$ cat src/hdl/nv_host_pkg.sv
// Overview of operation
// RL1: write enable stays high during every read
// RL2: accesses only while store_busy_n is high
// RL3: write enable low at select keeps outputs off
// RL4: address changes only with select or write high
// RL5: command addresses decoded from thirteen bits only
// RL6: clock registers written by select or write edge
// RL7: low lane enable low before select or write
// RL8: power-up restore finishes within 20 ms
// RL9: unneeded store skipped; store ends within 8 ms
// RL10: writes stay enabled 25 ns after store start
// RL11: accesses ignored during store, recall, low supply
// RL12: six ordered command reads, write enable high
// RL13: command steps ended by select or output enable
// RL14: command acted within 100 us; recall 200 us
// RL15: sixth command read data may be invalid
// RL16: pin save pulse at least 15 ns low
// RL17: byte-wide select, write and output truth table
// RL18: byte lanes exist only in sixteen-bit mode
// RL19: each lane enable qualifies its own byte
// RL20: broken command sequence restarts the match
package nv_host_pkg;
  localparam int unsigned clk_period_ps = 4000;
  localparam int unsigned addr_w = 19;
  localparam int unsigned data_w = 16;
  // cycle timing, derived from the printed figures
  localparam int unsigned access_ns = 25;
  localparam int unsigned access_cycles = (access_ns * 1000 + clk_period_ps - 1) / clk_period_ps;
  localparam int unsigned write_pulse_ns = 20;
  localparam int unsigned write_cycles =
    (write_pulse_ns * 1000 + clk_period_ps - 1) / clk_period_ps;
  localparam int unsigned pin_save_pulse_width_ns = 15;
  localparam int unsigned pin_save_cycles =
    (pin_save_pulse_width_ns * 1000 + clk_period_ps - 1) / clk_period_ps;
  localparam int unsigned no_latch_release_time_ns = 25;
  localparam int unsigned release_cycles =
    (no_latch_release_time_ns * 1000 + clk_period_ps - 1) / clk_period_ps;
  localparam int unsigned powerup_restore_time_ms = 20;
  localparam int unsigned store_time_ms = 8;
  localparam int unsigned soft_seq_time_us = 100;
  localparam int unsigned soft_recall_time_us = 200;
  localparam int unsigned cycles_per_us = 1000000 / clk_period_ps;
  localparam int unsigned restore_cycles_dflt = powerup_restore_time_ms * 1000 * cycles_per_us;
  localparam int unsigned store_cycles_dflt = store_time_ms * 1000 * cycles_per_us;
  localparam int unsigned soft_store_cycles_dflt =
    (soft_seq_time_us * cycles_per_us) + store_cycles_dflt;
  localparam int unsigned soft_recall_cycles_dflt =
    (soft_seq_time_us + soft_recall_time_us) * cycles_per_us;
  localparam int unsigned timer_w = 24;
  // host operation codes
  typedef enum logic [2:0] {
    op_read = 3'h0,
    op_write = 3'h1,
    op_soft_store = 3'h2,
    op_soft_recall = 3'h3,
    op_pin_save = 3'h4
  } op_e;
  localparam int unsigned cmd_steps = 6;
  // command read sequences, low thirteen decode bits sit at A14..A2
  localparam logic [addr_w-1:0] cmd_addr_mask = 19'h0_7FFC;
  localparam logic [addr_w-1:0] store_seq [cmd_steps] = '{
    19'h0_4E38, 19'h0_B1C4, 19'h0_83E0, 19'h0_7C1C, 19'h0_703F, 19'h0_8FC0};
  localparam logic [addr_w-1:0] recall_seq [cmd_steps] = '{
    19'h0_4E38, 19'h0_B1C4, 19'h0_83E0, 19'h0_7C1C, 19'h0_703F, 19'h0_4C63};
endpackage

$ cat src/hdl/nv_host_ctrl.sv
`timescale 1ns/10ps
`default_nettype none
module nv_host_ctrl #(
  parameter int unsigned restore_cycles = nv_host_pkg::restore_cycles_dflt,
  parameter int unsigned store_cycles = nv_host_pkg::store_cycles_dflt,
  parameter int unsigned soft_store_cycles = nv_host_pkg::soft_store_cycles_dflt,
  parameter int unsigned soft_recall_cycles = nv_host_pkg::soft_recall_cycles_dflt,
  parameter bit wide_mode = 1'b1
) (
  input wire logic clk,
  input wire logic nrst,
  input wire logic req_valid,
  input wire nv_host_pkg::op_e req_op,
  input wire logic [nv_host_pkg::addr_w-1:0] req_addr,
  input wire logic [nv_host_pkg::data_w-1:0] req_wdata,
  input wire logic [1:0] req_lanes,
  output logic req_ready,
  output logic rsp_valid,
  output logic [nv_host_pkg::data_w-1:0] rsp_rdata,
  output logic chip_en_n,
  output logic write_en_n,
  output logic out_en_n,
  output logic upper_byte_lane_n,
  output logic lower_byte_lane_n,
  output logic [nv_host_pkg::addr_w-1:0] mem_addr,
  output logic [nv_host_pkg::data_w-1:0] dq_out,
  output logic dq_oe,
  input wire logic [nv_host_pkg::data_w-1:0] dq_in,
  output logic store_busy_out_n,
  output logic store_busy_oe,
  input wire logic store_busy_in_n,
  output logic access_inhibited
);
  import nv_host_pkg::*;

  typedef enum logic [3:0] {
    st_restore = 4'h0,
    st_idle = 4'h1,
    st_setup = 4'h2,
    st_strobe = 4'h3,
    st_hold = 4'h4,
    st_save_pulse = 4'h5,
    st_save_wait = 4'h6,
    st_lockout = 4'h7
  } state_e;

  state_e state;
  logic [timer_w-1:0] timer;
  op_e op;
  logic [2:0] step;
  logic [nv_host_pkg::data_w-1:0] wdata;
  logic [1:0] lanes;
  logic [2:0] busy_sync;
  logic busy_low;

  // command address for one step, masked to the decode bits
  function automatic logic [addr_w-1:0] cmd_addr(input op_e o, input logic [2:0] s);
    logic [addr_w-1:0] a;
    a = (o == op_soft_recall) ? recall_seq[s] : store_seq[s];
    return a & cmd_addr_mask; // [RL5]
  endfunction

  // store_busy_n is a pin: three stages, accept when last two agree
  always_ff @(posedge clk or negedge nrst) begin
    if (!nrst) begin
      busy_sync <= 3'h7;
      busy_low <= 1'b0;
    end else begin
      busy_sync <= {busy_sync[1:0], store_busy_in_n};
      if (busy_sync[1] == busy_sync[2]) begin
        busy_low <= ~busy_sync[2];
      end
    end
  end

  // main access sequencer
  always_ff @(posedge clk or negedge nrst) begin
    if (!nrst) begin
      state <= st_restore;
      timer <= timer_w'(restore_cycles);
      op <= op_read;
      step <= 3'h0;
      wdata <= '0;
      lanes <= 2'h0;
      req_ready <= 1'b0;
      rsp_valid <= 1'b0;
      rsp_rdata <= '0;
      chip_en_n <= 1'b1;
      write_en_n <= 1'b1;
      out_en_n <= 1'b1;
      upper_byte_lane_n <= 1'b1;
      lower_byte_lane_n <= 1'b1;
      mem_addr <= '0;
      dq_out <= '0;
      dq_oe <= 1'b0;
      store_busy_out_n <= 1'b1;
      store_busy_oe <= 1'b0;
      access_inhibited <= 1'b1;
    end else begin
      rsp_valid <= 1'b0;
      unique case (state)
        // wait out power-up restore before any access
        st_restore: begin
          if (timer == '0) begin // [RL8]
            state <= st_idle;
            req_ready <= 1'b1;
            access_inhibited <= 1'b0;
          end else begin
            timer <= timer - 1'b1;
          end
        end
        st_idle: begin
          // device-driven busy means a store runs; hold off all cycles
          if (busy_low) begin // [RL2] [RL11]
            req_ready <= 1'b0;
            access_inhibited <= 1'b1;
          end else if (access_inhibited) begin
            req_ready <= 1'b1;
            access_inhibited <= 1'b0;
          end else if (req_valid) begin
            req_ready <= 1'b0;
            op <= req_op;
            step <= 3'h0;
            wdata <= req_wdata;
            lanes <= wide_mode ? req_lanes : 2'h3; // [RL18]
            if (req_op == op_pin_save) begin
              store_busy_out_n <= 1'b0; // [RL16]
              store_busy_oe <= 1'b1;
              timer <= timer_w'(pin_save_cycles);
              access_inhibited <= 1'b1;
              state <= st_save_pulse;
            end else begin
              // address settles while select and write are high
              mem_addr <= (req_op == op_read || req_op == op_write) ?
                req_addr : cmd_addr(req_op, 3'h0); // [RL4]
              // lanes settle a cycle before the select edge, as clock writes need
              upper_byte_lane_n <= ~(req_lanes[1] | ~wide_mode); // [RL19]
              lower_byte_lane_n <= ~(req_lanes[0] | ~wide_mode | (req_op == op_write)); // [RL7]
              state <= st_setup;
            end
          end
        end
        // assert byte lanes before the select edge
        st_setup: begin
          upper_byte_lane_n <= ~lanes[1]; // [RL19]
          lower_byte_lane_n <= ~(lanes[0] | (op == op_write)); // [RL7]
          if (op == op_write) begin
            dq_out <= wdata;
            dq_oe <= 1'b1;
            write_en_n <= 1'b0; // [RL3] [RL6]
            timer <= timer_w'(write_cycles);
          end else begin
            write_en_n <= 1'b1; // [RL1] [RL12]
            out_en_n <= 1'b0;
            timer <= timer_w'(access_cycles);
          end
          chip_en_n <= 1'b0; // select ends the cycle [RL13] [RL17]
          state <= st_strobe;
        end
        st_strobe: begin
          if (timer != '0) begin
            timer <= timer - 1'b1;
          end else begin
            if (op == op_read) begin
              // the upper byte is only present in the wide mode
              rsp_rdata <= wide_mode ? dq_in : {8'h00, dq_in[7:0]};
            end
            chip_en_n <= 1'b1;
            write_en_n <= 1'b1;
            out_en_n <= 1'b1;
            state <= st_hold;
          end
        end
        st_hold: begin
          dq_oe <= 1'b0;
          if ((op == op_soft_store || op == op_soft_recall) && step != 3'(cmd_steps - 1)) begin
            // reads follow back to back, so no other access breaks the partial match
            // lanes stay low so the next select edge finds them settled
            step <= step + 1'b1; // [RL20]
            mem_addr <= cmd_addr(op, step + 1'b1); // [RL12]
            state <= st_setup;
          end else if (op == op_soft_store || op == op_soft_recall) begin
            // sixth read data is not trusted [RL15]
            upper_byte_lane_n <= 1'b1;
            lower_byte_lane_n <= 1'b1;
            timer <= timer_w'((op == op_soft_recall) ? soft_recall_cycles : soft_store_cycles);
            access_inhibited <= 1'b1; // [RL14]
            state <= st_lockout;
          end else begin
            upper_byte_lane_n <= 1'b1;
            lower_byte_lane_n <= 1'b1;
            rsp_valid <= 1'b1;
            req_ready <= 1'b1;
            state <= st_idle;
          end
        end
        // pin save low pulse, then release the pin
        st_save_pulse: begin
          if (timer != '0) begin
            timer <= timer - 1'b1;
          end else begin
            store_busy_out_n <= 1'b1;
            store_busy_oe <= 1'b0;
            timer <= timer_w'(release_cycles); // skipped store releases fast [RL9]
            state <= st_save_wait;
          end
        end
        // device may hold busy low while it stores; allow the full time
        st_save_wait: begin
          if (timer != '0) begin
            timer <= timer - 1'b1;
          end else if (!busy_low) begin // [RL10]
            rsp_valid <= 1'b1;
            req_ready <= 1'b1;
            access_inhibited <= 1'b0;
            state <= st_idle;
          end else begin
            timer <= timer_w'(store_cycles); // [RL9]
          end
        end
        st_lockout: begin
          if (timer != '0) begin
            timer <= timer - 1'b1; // [RL11]
          end else begin
            rsp_valid <= 1'b1;
            req_ready <= 1'b1;
            access_inhibited <= 1'b0;
            state <= st_idle;
          end
        end
        default: state <= st_idle;
      endcase
    end
  end
endmodule
`default_nettype wire

$ cat config.mk
export PLATFORM = sky130hd
export DESIGN_NAME = nv_host_ctrl
export DESIGN_NICKNAME = d
export VERILOG_FILES = /design/src/hdl/nv_host_pkg.sv /design/src/hdl/nv_host_ctrl.sv
export SDC_FILE = /design/constraint.sdc
export NUM_CORES = 1
export LEC_CHECK = 0
export CAP_MARGIN = 0
export CORE_ASPECT_RATIO = 0.6
export CORE_MARGIN = 1
export CORE_UTILIZATION = 45
export CTS_BUF_LIST = sky130_fd_sc_hd__clkbuf_4 sky130_fd_sc_hd__clkbuf_8 sky130_fd_sc_hd__clkbuf_16
export DETAILED_ROUTE_END_ITERATION = 8
export DONT_BUFFER_PORTS = 1
export PLACE_DENSITY = 0.7
export SLEW_MARGIN = 10
export SYNTH_ARGS = -nofsm -noshare
export SYNTH_HDL_FRONTEND = slang
export SYNTH_SLANG_ARGS = --single-unit
$ cat constraint.sdc
create_clock -name clk -period 8.2 [get_ports clk]
set_clock_uncertainty 0.05 [all_clocks]
set_input_delay 0.41 -clock clk [delete_from_list [all_inputs] [get_ports clk]]
set_output_delay 0.41 -clock clk [all_outputs]
set_load 0.005 [all_outputs]
# ---- Yosys cells after proc, flatten, opt, wreduce, memory -nomap -nowiden
# Memory sizes are Yosys's and may differ from the RTL's.
# Index checks and enable logic that the tools add are counted.
dict set report totals {
  register_bits 118
  romBits 304
  wordCells 202
  n_memories 2
}
dict set report op_classes {
  n_addsub 2
  magnitude_cmp 1
  eq_ne 35
  muxes 99
  bitwise_logic 11
  reduce_logical 30
}
# name depth width rd rd_ports_with_merged_regs write_ports line_no
set memory_table {}
lappend memory_table {{(no name shown)} 8 19 1 0 0 nv_host_ctrl.sv:59} ;# a = (o == op_soft_recall) ? recall_seq[s] : store_seq[s];
lappend memory_table {{(no name shown)} 8 19 1 0 0 nv_host_ctrl.sv:59}
# op count
set ops {}
lappend ops {{2-to-1 mux 24 bit} 11}
lappend ops {{case mux 24 bit (7 select lines)} 1}
lappend ops {{2-to-1 mux 19 bit} 6}
lappend ops {{2-to-1 mux 15 bit} 5}
lappend ops {{2-to-1 mux 1 bit} 44}
lappend ops {{case mux 19 bit (2 select lines)} 1}
lappend ops {{2-to-1 mux 4 bit} 9}
lappend ops {{!= test 2 bit, second input constant} 18}
lappend ops {{case mux 4 bit (8 select lines)} 1}
lappend ops {{zero test 24 bit} 1}
lappend ops {{nonzero test 24 bit} 1}
lappend ops {{subtractor 24 x 1 -> 24 bit, second input constant} 1}
lappend ops {{2-to-1 mux 21 bit} 1}
lappend ops {{2-to-1 mux 3 bit} 7}
lappend ops {{AND reduction 6 bit} 3}
lappend ops {{equality test 4 x 3 -> 1 bit, second input constant} 4}
lappend ops {{case mux 1 bit (2 select lines)} 6}
lappend ops {{case mux 1 bit (5 select lines)} 2}
lappend ops {{AND reduction 10 bit} 1}
lappend ops {{case mux 1 bit (3 select lines)} 3}
lappend ops {{AND reduction 9 bit} 1}
lappend ops {{equality test 4 x 2 -> 1 bit, second input constant} 2}
lappend ops {{inverter 1 bit} 8}
lappend ops {{AND reduction 8 bit} 1}
lappend ops {{other kinds (28)} 40}

# ---- Longest topological paths before layout
# Gate-level depths: netlist of run 1.
dict set report depth {
  word_depth 8
  depth_mapped 11
  ltp_nobuf 8
}

# ---- Worst setup path after synthesis of run 1
# Ideal clock, no wire load.
dict set report synth_path {
  path_type {register -> register}
  from {register timer[17]}
  to {register rsp_rdata[10] (netlist bit)}
  arrival_ns 2.724
  required_time_ns 8.025
  slack_ns 5.301
  path_stages_with_launch 10
  synth_period_minus_slack_ns 2.899
  cell_sequence {dfrtp_1 > or3_4 > or4_1 > buf_2 > nor3_4 > nand4_1 > or4_1 > buf_2 > buf_6 > mux2_4}
}
dict set report synth_between {
  elab_chain_len 3
}
# item line_no
set synth_rtl {}
lappend synth_rtl {{start, declared} nv_host_ctrl.sv:48} ;# logic [timer_w-1:0] timer;
lappend synth_rtl {{start signal, assigned} nv_host_ctrl.sv:80} ;# timer <= timer_w'(restore_cycles);
lappend synth_rtl {{start signal, assigned} nv_host_ctrl.sv:109} ;# timer <= timer - 1'b1;
lappend synth_rtl {{start signal, assigned} nv_host_ctrl.sv:129} ;# timer <= timer_w'(pin_save_cycles);
lappend synth_rtl {{nonzero test 24 bit} nv_host_ctrl.sv:161} ;# if (timer != '0) begin
lappend synth_rtl {{inverter 1 bit (no line)} -}
lappend synth_rtl {{AND reduction 3 bit (no line)} -}
lappend synth_rtl {{end signal, assigned} nv_host_ctrl.sv:166} ;# rsp_rdata <= wide_mode ? dq_in : {8'h00, dq_in[7:0]};
lappend synth_rtl {{end, declared} nv_host_ctrl.sv:19} ;# output logic [nv_host_pkg::data_w-1:0] rsp_rdata,
# Every way passes these cells.
# A chain may end at the register's enable or synchronous reset.

# ---- Worst setup path after layout of run 1
dict set report layout_path {
  from {register timer[2]}
  to {register rsp_rdata[14] (netlist bit)}
}
# Same word-level chain as after synthesis.

==> flow_summary.json, run 1 <==
{
  "synth_top_family_by_area": "simple AND/OR/NAND/NOR gates",
  "root_buffer": "clkbuf_16",
  "die_y_um": 89.93,
  "critPathCaptureType": "flip-flop",
  "setup-violations-final": 0,
  "synth_enable_flop_cells": 0,
  "htreeDepth": 4,
  "synthTopCellsByCount": "99 x dfrtp_1, 63 x nand2_1, 46 x mux2_2",
  "gr-total-overflow": 0,
  "synthesis.nets": 641,
  "core_region_area_um2": 12300,
  "cap_violations": 0,
  "critical_path_class": "reg -> reg",
  "placed_cell_area_um2": 5907,
  "slew_violations": 0,
  "design_area_um2": 6530,
  "yosysTopAreaCell": "dfrtp_1",
  "syn_inst": 575,
  "multi_input_area_um2": 2649,
  "hpwl_um": 9737,
  "power_density_nw_per_um2": 205.6,
  "die_x_um": 148.5,
  "rows": 31,
  "global_route.usage.total": 0.2175,
  "io_buffer_count": 0,
  "synth_compound_area_frac": 0.1573,
  "timing.final.ws_setup_ps": 4450,
  "final_hold_viol_count": 0,
  "clkSinkCount": 117,
  "worst_slew_pin_slew_ps": 1069,
  "die_area_um2": 13360,
  "synth_top_area_share": 0.4273,
  "drive_gt1_frac": 0.2103,
  "antenna_found_initial": 0,
  "viasPerCell": 5.997,
  "synth-adder-area-share": 0.01295,
  "yosysMostFrequentCell": "dfrtp_1",
  "seq_area_frac_synth": 0.5088,
  "min_period_ps": 3750,
  "boundaryPins": 122,
  "p_leak_nw": 2.853,
  "cts_tree": "done",
  "synthSimpleGateAreaFrac": 0.1612,
  "vias": 4468,
  "antenna_cells": 0,
  "layoutNonFillerInstCount": 745,
  "initial_utilization": 0.4716,
  "crit_required_ps": 8440,
  "globalplace.congestion": 0.8853,
  "startpoint_type": "flip-flop",
  "drc": 0,
  "synth.avg_cell_area_um2": 10.08,
  "first_global_vias": 4240,
  "yosysUniqueCellTypes": 62,
  "clk_latency_ps": 410,
  "period_share": 0.4574,
  "crit_fanout": 17,
  "grt_pass1_wl_um": 22730,
  "placed_cells": 710,
  "synth-async-reset-ratio": 1.000,
  "fill_cells": 1055,
  "syn_area_um2": 5798,
  "num-nets-final": 633,
  "finalSetupTns_ps": 0,
  "post_synth_xor_area_fraction": 0.006042,
  "drt_wl_total_um": 14000,
  "seq_area_um2": 2950,
  "area_growth_syn_to_layout_pct": 12.62,
  "hold_slack_ps": 86.86,
  "clk_pin_slew_worst_paths_ps": 60,
  "utilization": 0.5311,
  "p_total_mw": 1.342,
  "ir_worst_vdd_v": 0.0001289,
  "outcome": "finished, final reports clean",
  "yosys_warnings": 0,
  "synth-seq-cells": 117,
  "synth_area_leaders": "dfrtp_1 43%, mux2_2 8.9%, dfstp_2 8.2%",
  "clockBufferDepth": 2,
  "dr.first_iter.drc_count": 453,
  "cp_data_arrival_time_ps": 3990,
  "dp_slack_ps": 4549,
  "relSlewSlack": 0.2817,
  "synth_flop_cell": "dfrtp_1",
  "max_freq_ghz": 0.2666,
  "ant_nets": 0,
  "grt_max_degree": 118,
  "holdCritPathClass": "in -> reg",
  "post_cts_resized": 0,
  "rsz0062_at_grt": "false",
  "cts_made_buffers": 17,
  "avgRoutedWirePerCell_um": 18.79,
  "synthMuxAreaShare": 0.1187,
  "dr.pass1.iters": 6
}
-- registers in the layout (all words and copies together), names as in the netlist, 2 cells and up --
name	flops
timer	24
mem_addr	19
dq_out	16
rsp_rdata	16
wdata	16
busy_sync	3
op	3
state	3
step	3
lanes	2
-- cells by family after synthesis --
kind of cell    Yosys count
buf+inv                  51
compound gates          147
flops                   117
simple gates            192
mux                      58
xor+xnor                  4
fa+ha+maj                 6
-- critical path, cell delays in order, from the launching register on --
cell and delay (ps):
dfrtp_1 420, nor3_1 810, nand3_1 310, nor3_4 550, nand4_1 180, or4_1 860
mux2_4 440
-- layout make-up --
class	instances	share of cell area
flip-flops and latches	117	0.4518
well taps	165	0.03162
repair buffers	9	0.01418
clock buffers	19	0.06936
clock inverters	13	0.01878
multi-input cells	407	0.4056
inverters	15	0.008622
-- layer usage --
metal	GRT usage	share of wire	up-vias	routed length [um]
met4	0.05928	0.0091	0	127
met1	0.3220	0.48	2187	6689
li1	-	-	2059	-
met3	0.08629	0.11	16	1600
met2	0.2889	0.40	206	5584
met5	0	0	-	0
-- power breakdown --
group / total (mW) / switching, mW / internal (mW)
clock network: 0.722 / 0.286 / 0.436
registers: 0.593 / 0.00691 / 0.586
logic: 0.0271 / 0.0172 / 0.00996
total: 1.34 / 0.310 / 1.03
-- final timing paths --
path | from | endpoint | slack, ps | cells past startpoint
max in group asynchronous | nrst | timer[9]$_DFFE_PN1P_ | 7080 | 2
min | req_addr[1] | mem_addr[1]$_DFFE_PN0P_ | 90 | 2
min reg2reg | busy_sync[0]$_DFF_PN1_ | busy_sync[1]$_DFF_PN1_ | 300 | 0
min in group asynchronous | nrst | rsp_rdata[2]$_DFFE_PN0P_ | 580 | 2
max | timer[2]$_DFFE_PN0P_ | rsp_rdata[14]$_DFFE_PN0P_ | 4450 | 6
max reg2reg | timer[2]$_DFFE_PN0P_ | rsp_rdata[14]$_DFFE_PN0P_ | 4450 | 6
-- repair_timing --
action                                 CTS  global route
setup buffers                            0             0
hold buffers                             3             0
endpoints found under the hold margin  118             0
-- cells in the final DEF (no fill, tap or decap), drive strengths merged, types with 15 or more instances in the layout --
| master | Yosys | layout |
|---|---|---|
| a21oi | 38 | 38 |
| clkbuf | 29 | 19 |
| dfrtp | 99 | 99 |
| dfstp | 18 | 18 |
| inv | 15 | 20 |
| mux2 | 56 | 56 |
| nand2 | 63 | 63 |
| nand3 | 15 | 15 |
| nor2 | 41 | 41 |
| nor3 | 22 | 22 |
| o21ai | 42 | 42 |
(Power assumes the default switching activity.)
==> inputs of run 2 (changes only) <==
--- a/config.mk
+++ b/config.mk
@@ -5,6 +5,7 @@
 export SDC_FILE = /design/constraint.sdc
 export NUM_CORES = 1
 export LEC_CHECK = 0
+export ABC_AREA = 1
 export CAP_MARGIN = 0
 export CORE_ASPECT_RATIO = 0.6
 export CORE_MARGIN = 1
@@ -12,7 +13,7 @@
 export CTS_BUF_LIST = sky130_fd_sc_hd__clkbuf_4 sky130_fd_sc_hd__clkbuf_8 sky130_fd_sc_hd__clkbuf_16
 export DETAILED_ROUTE_END_ITERATION = 8
 export DONT_BUFFER_PORTS = 1
-export PLACE_DENSITY = 0.7
+export PLACE_DENSITY = 0.72
 export SLEW_MARGIN = 10
 export SYNTH_ARGS = -nofsm -noshare
 export SYNTH_HDL_FRONTEND = slang
==> constraint.sdc (replaced) <==
create_clock -name clk -period 3.1 [get_ports clk]
set_clock_uncertainty 0.05 [all_clocks]
set_input_delay 0.155 -clock clk [delete_from_list [all_inputs] [get_ports clk]]
set_output_delay 0.155 -clock clk [all_outputs]
set_load 0.005 [all_outputs]
==> flow_summary.json, run 2 <==
{
  "die_x_um": 149.7,
  "crit_required_ps": 3360,
  "vias": 5335,
  "global_route.usage.total": 0.2559,
  "largest_reg_flops": 24,
  "boundaryPins": 122,
  "grt_pass1_wl_um": 26740,
  "startpoint_type": "flip-flop",
  "synth-seq-cells": 117,
  "seq_area_um2": 2950,
  "relSlewSlack": 0.2830,
  "p_total_mw": 3.758,
  "regToRegSetupSlack_ps": 750,
  "syn_area_um2": 5893,
  "holdCritPathClass": "in -> reg",
  "dr.pass1.iters": 5,
  "drc": 0,
  "setup-violations-final": 0,
  "holdCritStartpoint": "req_op[2]",
  "hpwl_um": 11110,
  "yosysUniqueCellTypes": 37,
  "grt_max_degree": 118,
  "power_density_nw_per_um2": 514.6,
  "reg_top3": "timer x24, mem_addr x19",
  "min_period_ps": 2349,
  "clkSinkCount": 117,
  "globalplace.congestion": 0.9368,
  "multi_input_area_um2": 2537,
  "cts_setup_buffers": 0,
  "synth_area_leaders": "dfrtp_1 42%, nand2_1 15%, dfstp_2 8.0%",
  "max_freq_ghz": 0.4258,
  "cap_violations": 0,
  "dr.first_iter.drc_count": 498,
  "slew_violations": 0,
  "clk_pin_slew_worst_paths_ps": 60,
  "initial_utilization": 0.4748,
  "avgRoutedWirePerCell_um": 16.63,
  "r2r_cells": 10,
  "core_region_area_um2": 12410,
  "ir_worst_vdd_v": 0.0004307,
  "ant_nets": 0,
  "yosys_warnings": 0,
  "synthesis.nets": 800,
  "crit_fanout": 16,
  "synth.avg_cell_area_um2": 8.029,
  "final_cell_mix": "228 x nand2_1, 99 x dfrtp_1, 75 x nor2_1",
  "final_hold_viol_count": 0,
  "hold_depth": 4,
  "cp_data_arrival_time_ps": 2610,
  "r2r_end": "timer[12]$_DFFE_PN0P_",
  "num-nets-final": 868,
  "final_common_cell": "nand2_1",
  "die_area_um2": 13570,
  "htreeDepth": 4,
  "viasPerCell": 5.444,
  "p_leak_nw": 3.660,
  "first_global_vias": 5370,
  "root_buffer": "clkbuf_16",
  "post_cts_resized": 0,
  "synth-async-reset-ratio": 1.000,
  "rsz0062_at_grt": "false",
  "antenna_found_initial": 0,
  "yosysTopAreaCell": "dfrtp_1",
  "gr-total-overflow": 0,
  "period_share": 0.7576,
  "finalSetupTns_ps": 0,
  "largest_register": "timer",
  "syn_inst": 734,
  "critPathCaptureType": "flip-flop",
  "cts_tree": "done",
  "antenna_cells": 0,
  "drive_gt1_frac": 0.1264,
  "hold_end": "mem_addr[14]$_DFFE_PN0P_",
  "yosysMostFrequentCell": "nand2_1",
  "worst_slew_pin_slew_ps": 1073,
  "fill_cells": 1030,
  "area_growth_syn_to_layout_pct": 23.91,
  "synthTopCellsByCount": "228 x nand2_1, 99 x dfrtp_1, 75 x nor2_1",
  "clk_latency_ps": 420,
  "r2r-start": "state[2]$_DFFE_PN0P_",
  "synth_flop_cell": "dfrtp_1",
  "rows": 31,
  "die_y_um": 90.64,
  "outcome": "finished, final reports clean",
  "io_buffer_count": 0,
  "critical_path_class": "reg -> reg",
  "synth_enable_flop_cells": 0,
  "clockBufferDepth": 2,
  "synth_top_area_share": 0.4204,
  "drt_wl_total_um": 16300,
  "seq_area_frac_synth": 0.5006,
  "cts_made_buffers": 17
}
## run 2: cell count changes in the layout (fill, tap and decap cells not counted), moves of 9 or more
| cell | change |
|---|---|
| a21oi_1 | -21 |
| dlygate4sd3_1 | +57 |
| inv_1 | +56 |
| inv_2 | +10 |
| mux2_2 | -31 |
| mux2_4 | -10 |
| nand2_1 | +165 |
| nand3_1 | +23 |
| nor2_1 | +34 |
| nor3_1 | -14 |
| o21ai_0 | +12 |
| or3_1 | -9 |
## run 2: worst max path at each step
| stage | from | endpoint | slack [ps] | depth (start not counted) |
|---|---|---|---|---|
| floorplan | step[0]$_DFFE_PN0P_ | mem_addr[12]$_DFFE_PN0P_ | 1330 | 11 |
| global placement | state[1]$_DFFE_PN0P_ | wdata[10]$_DFFE_PN0P_ | 900 | 5 |
| detailed placement | state[2]$_DFFE_PN0P_ | timer[12]$_DFFE_PN0P_ | 790 | 10 |
| CTS | state[2]$_DFFE_PN0P_ | timer[12]$_DFFE_PN0P_ | 780 | 10 |
| global route | step[1]$_DFFE_PN0P_ | timer[23]$_DFFE_PN0P_ | 490 | 13 |
| finish | state[2]$_DFFE_PN0P_ | timer[12]$_DFFE_PN0P_ | 750 | 10 |
## run 2: layer usage
metal | wire length, um | track usage
met3 | 1604 | 0.07172
met5 | 0 | 0
met4 | 227 | 0.07576
met2 | 7066 | 0.3827
met1 | 7402 | 0.3598
## run 2: layout make-up
type | instances | share of cell area
clock buffers | 18 | 0.05929
multi-input cells | 516 | 0.3475
flip-flops and latches | 117 | 0.4040
well taps | 165 | 0.02827
repair buffers | 68 | 0.09287
clock inverters | 14 | 0.02587
inverters | 82 | 0.04215
## run 2: per-stage QoR
step	area [um^2]	util	setup WS (ps)	instances	hold WS, ps
6_report	7302	0.5883	751.4	980	125.9
5_1_grt	7302	0.5883	494.7	980	151.8
4_1_cts	7302	0.5883	782.5	980	92.05
3_5_place_dp	6062	0.4884	789.3	888	-188.5
3_3_place_gp	6062	0.4884	902.9	888	-188.7
2_1_floorplan	5893	-	1329	734	-190.6
## run 2: power breakdown
group          total (mW)  internal, mW  switching (mW)
logic               0.126        0.0643          0.0621
registers            1.54          1.54         0.00653
clock network        2.09          1.30           0.788
## run 2: what timing repair did
item,in CTS,in global routing
setup endpoints to repair,0,0
hold buffers,60,0
hold endpoints to repair,177,0
## run 2: critical path, stage by stage, from the launching register on
cell	delay [ps]
dfrtp_1	550
nand3_2	180
inv_2	150
nand2_2	150
nand2_1	90
nor2_1	150
nand2_1	90
nor2_2	510
nand2_2	180
nand2_1	110
nor2_1	40
## run 2: cell families (layout without fill, tap and decap cells)
group           after synthesis  count (layout)  share of synthesized area
fa+ha+maj                     6               6                    0.01274
flops                       117             117                     0.5006
buf+inv                     101             182                    0.06879
xor+xnor                     14              14                    0.02081
simple gates                373             373                     0.2631
mux                          15              15                    0.02866
compound gates              108             108                     0.1053
==> inputs of run 3 (changes only) <==
--- a/config.mk
+++ b/config.mk
@@ -5,7 +5,7 @@
 export SDC_FILE = /design/constraint.sdc
 export NUM_CORES = 1
 export LEC_CHECK = 0
-export ABC_AREA = 1
+export ABC_AREA = 0
 export CAP_MARGIN = 0
 export CORE_ASPECT_RATIO = 0.6
 export CORE_MARGIN = 1
==> constraint.sdc (replaced) <==
create_clock -name clk -period 2.1 [get_ports clk]
set_clock_uncertainty 0.05 [all_clocks]
set_input_delay 0.105 -clock clk [delete_from_list [all_inputs] [get_ports clk]]
set_output_delay 0.105 -clock clk [all_outputs]
set_load 0.005 [all_outputs]
==> flow_summary.json, run 3 (synthesis results as in run 1) <==
{
  "cts_made_buffers": 17,
  "grt_pass1_wl_um": 28740,
  "core_region_area_um2": 12300,
  "globalplace.congestion": 0.9269,
  "relSlewSlack": 0.6016,
  "ant_nets": 0,
  "first_global_vias": 5411,
  "grtUsageMet1": 0.3863,
  "largest_reg_flops": 24,
  "slew_violations": 0,
  "clk_pin_slew_worst_paths_ps": 60,
  "clk_latency_ps": 420,
  "grt_max_degree": 118,
  "rows": 31,
  "critPathCaptureType": "flip-flop",
  "io_buffer_count": 0,
  "hold_slack_ps": -665.9,
  "htreeDepth": 4,
  "regToRegSetupSlack_ps": -560,
  "initial_utilization": 0.4716,
  "reg_top3": "timer x24, mem_addr x19",
  "multi_input_area_um2": 3139,
  "final_common_cell": "dfrtp_1",
  "max_freq_ghz": 0.3757,
  "holdCritPathClass": "in -> async",
  "min_period_ps": 2662,
  "cap_violations": 0,
  "cts_tree": "done",
  "dr.first_iter.drc_count": 560,
  "drive_gt1_frac": 0.4174,
  "rsz0062_at_grt": "true",
  "crit_required_ps": 2350,
  "hpwl_um": 11540,
  "critical_path_class": "reg -> reg",
  "worst_slew_pin_slew_ps": 591.4,
  "avgRoutedWirePerCell_um": 21.38,
  "die_x_um": 148.5,
  "clkSinkCount": 117,
  "holdBufCountCts": 57,
  "final_hold_viol_count": 117,
  "largest_register": "timer",
  "setup-violations-final": 67,
  "root_buffer": "clkbuf_16",
  "viasPerCell": 5.991,
  "startpoint_type": "flip-flop",
  "boundaryPins": 122,
  "drt_wl_total_um": 19710,
  "clockBufferDepth": 2,
  "outcome": "finished with violations",
  "power_density_nw_per_um2": 601.7,
  "die_y_um": 89.93,
  "crit_fanout": 16,
  "vias": 5524,
  "met2_usage": 0.4100,
  "cp_data_arrival_time_ps": 2910,
  "grt_use_met3": 0.1005,
  "antenna_cells": 0,
  "gr-total-overflow": 0,
  "top_usage_layer": "met2",
  "violations": "negative hold slack, negative setup slack",
  "timing.final.ws_setup_ps": -561.7,
  "ir_worst_vdd_v": 0.0005201,
  "p_total_mw": 5.257,
  "seq_area_um2": 2950,
  "finalSetupTns_ps": -21810,
  "fill_cells": 799,
  "num-nets-final": 810,
  "global_route.usage.total": 0.2804,
  "period_share": 1.267,
  "drc": 0,
  "area_growth_syn_to_layout_pct": 50.67,
  "dr.pass1.iters": 7,
  "p_leak_nw": 3.874,
  "die_area_um2": 13360,
  "final_cell_mix": "99 x dfrtp_1, 98 x buf_4, 57 x dlygate4sd3_1",
  "antenna_found_initial": 0
}
[run 3: final timing paths]
path | start | endpoint | cells after the start
min | nrst | rsp_rdata[13]$_DFFE_PN0P_ | 0
max in group asynchronous | nrst | timer[18]$_DFFE_PN1P_ | 0
max reg2reg | timer[17]$_DFFE_PN0P_ | rsp_rdata[15]$_DFFE_PN0P_ | 7
min in group clk | req_op[1] | mem_addr[17]$_DFFE_PN0P_ | 4
max | timer[17]$_DFFE_PN0P_ | rsp_rdata[15]$_DFFE_PN0P_ | 7
min reg2reg | busy_sync[0]$_DFF_PN1_ | busy_sync[1]$_DFF_PN1_ | 0
[run 3: what timing repair did]
item,CTS,global route
cloned,4,4
pin swaps,24,36
buffers inserted,16,10
gates resized for setup,48,75
endpoints found under the setup margin,57,84
endpoints found under the hold margin,175,117
[run 3: per-layer routing]
layer | up-vias | share of wire
li1 | 2435 | -
met1 | 2726 | 0.42
met2 | 325 | 0.45
met3 | 38 | 0.11
met4 | 0 | 0.015
met5 | - | 0
[run 3: worst max-delay path, stage by stage, from the launching register on]
cell and delay [ps]:
dfrtp_1 380, or3_4 380, or4_4 470, nor3_4 150, nand4_1 140, or4_4 470, buf_12 180, mux2_4 310
[run 3: cell type report]
type                       instances  share of cell area
clock inverter                    15             0.01547
sequential                       117              0.3377
clock buffer                      17             0.04870
tap                              165             0.02363
multi-input combinational        407              0.3594
inverter                          15            0.006445
timing repair buffer             186              0.2087
[run 3: report_power, final]
| part | total [mW] | internal (mW) | switching (mW) |
|---|---|---|---|
| sequential | 2.32 | 2.29 | 0.0268 |
| combinational | 0.168 | 0.108 | 0.0600 |
| clock | 2.77 | 1.56 | 1.21 |
[run 3: through the flow]
step | setup slack [ps] | hold WS [ps] | instances | utilization | area (um^2)
finish | -561.7 | -665.9 | 922 | 0.7105 | 8736
global route | -633.8 | -682.6 | 922 | 0.7105 | 8736
CTS | -505.8 | -684.4 | 910 | 0.6757 | 8308
detailed placement | -563.6 | -237.9 | 801 | 0.5461 | 6715
global placement | -511.1 | -235.7 | 801 | 0.5461 | 6715
floorplan | -728.3 | -240.6 | 575 | - | 6026
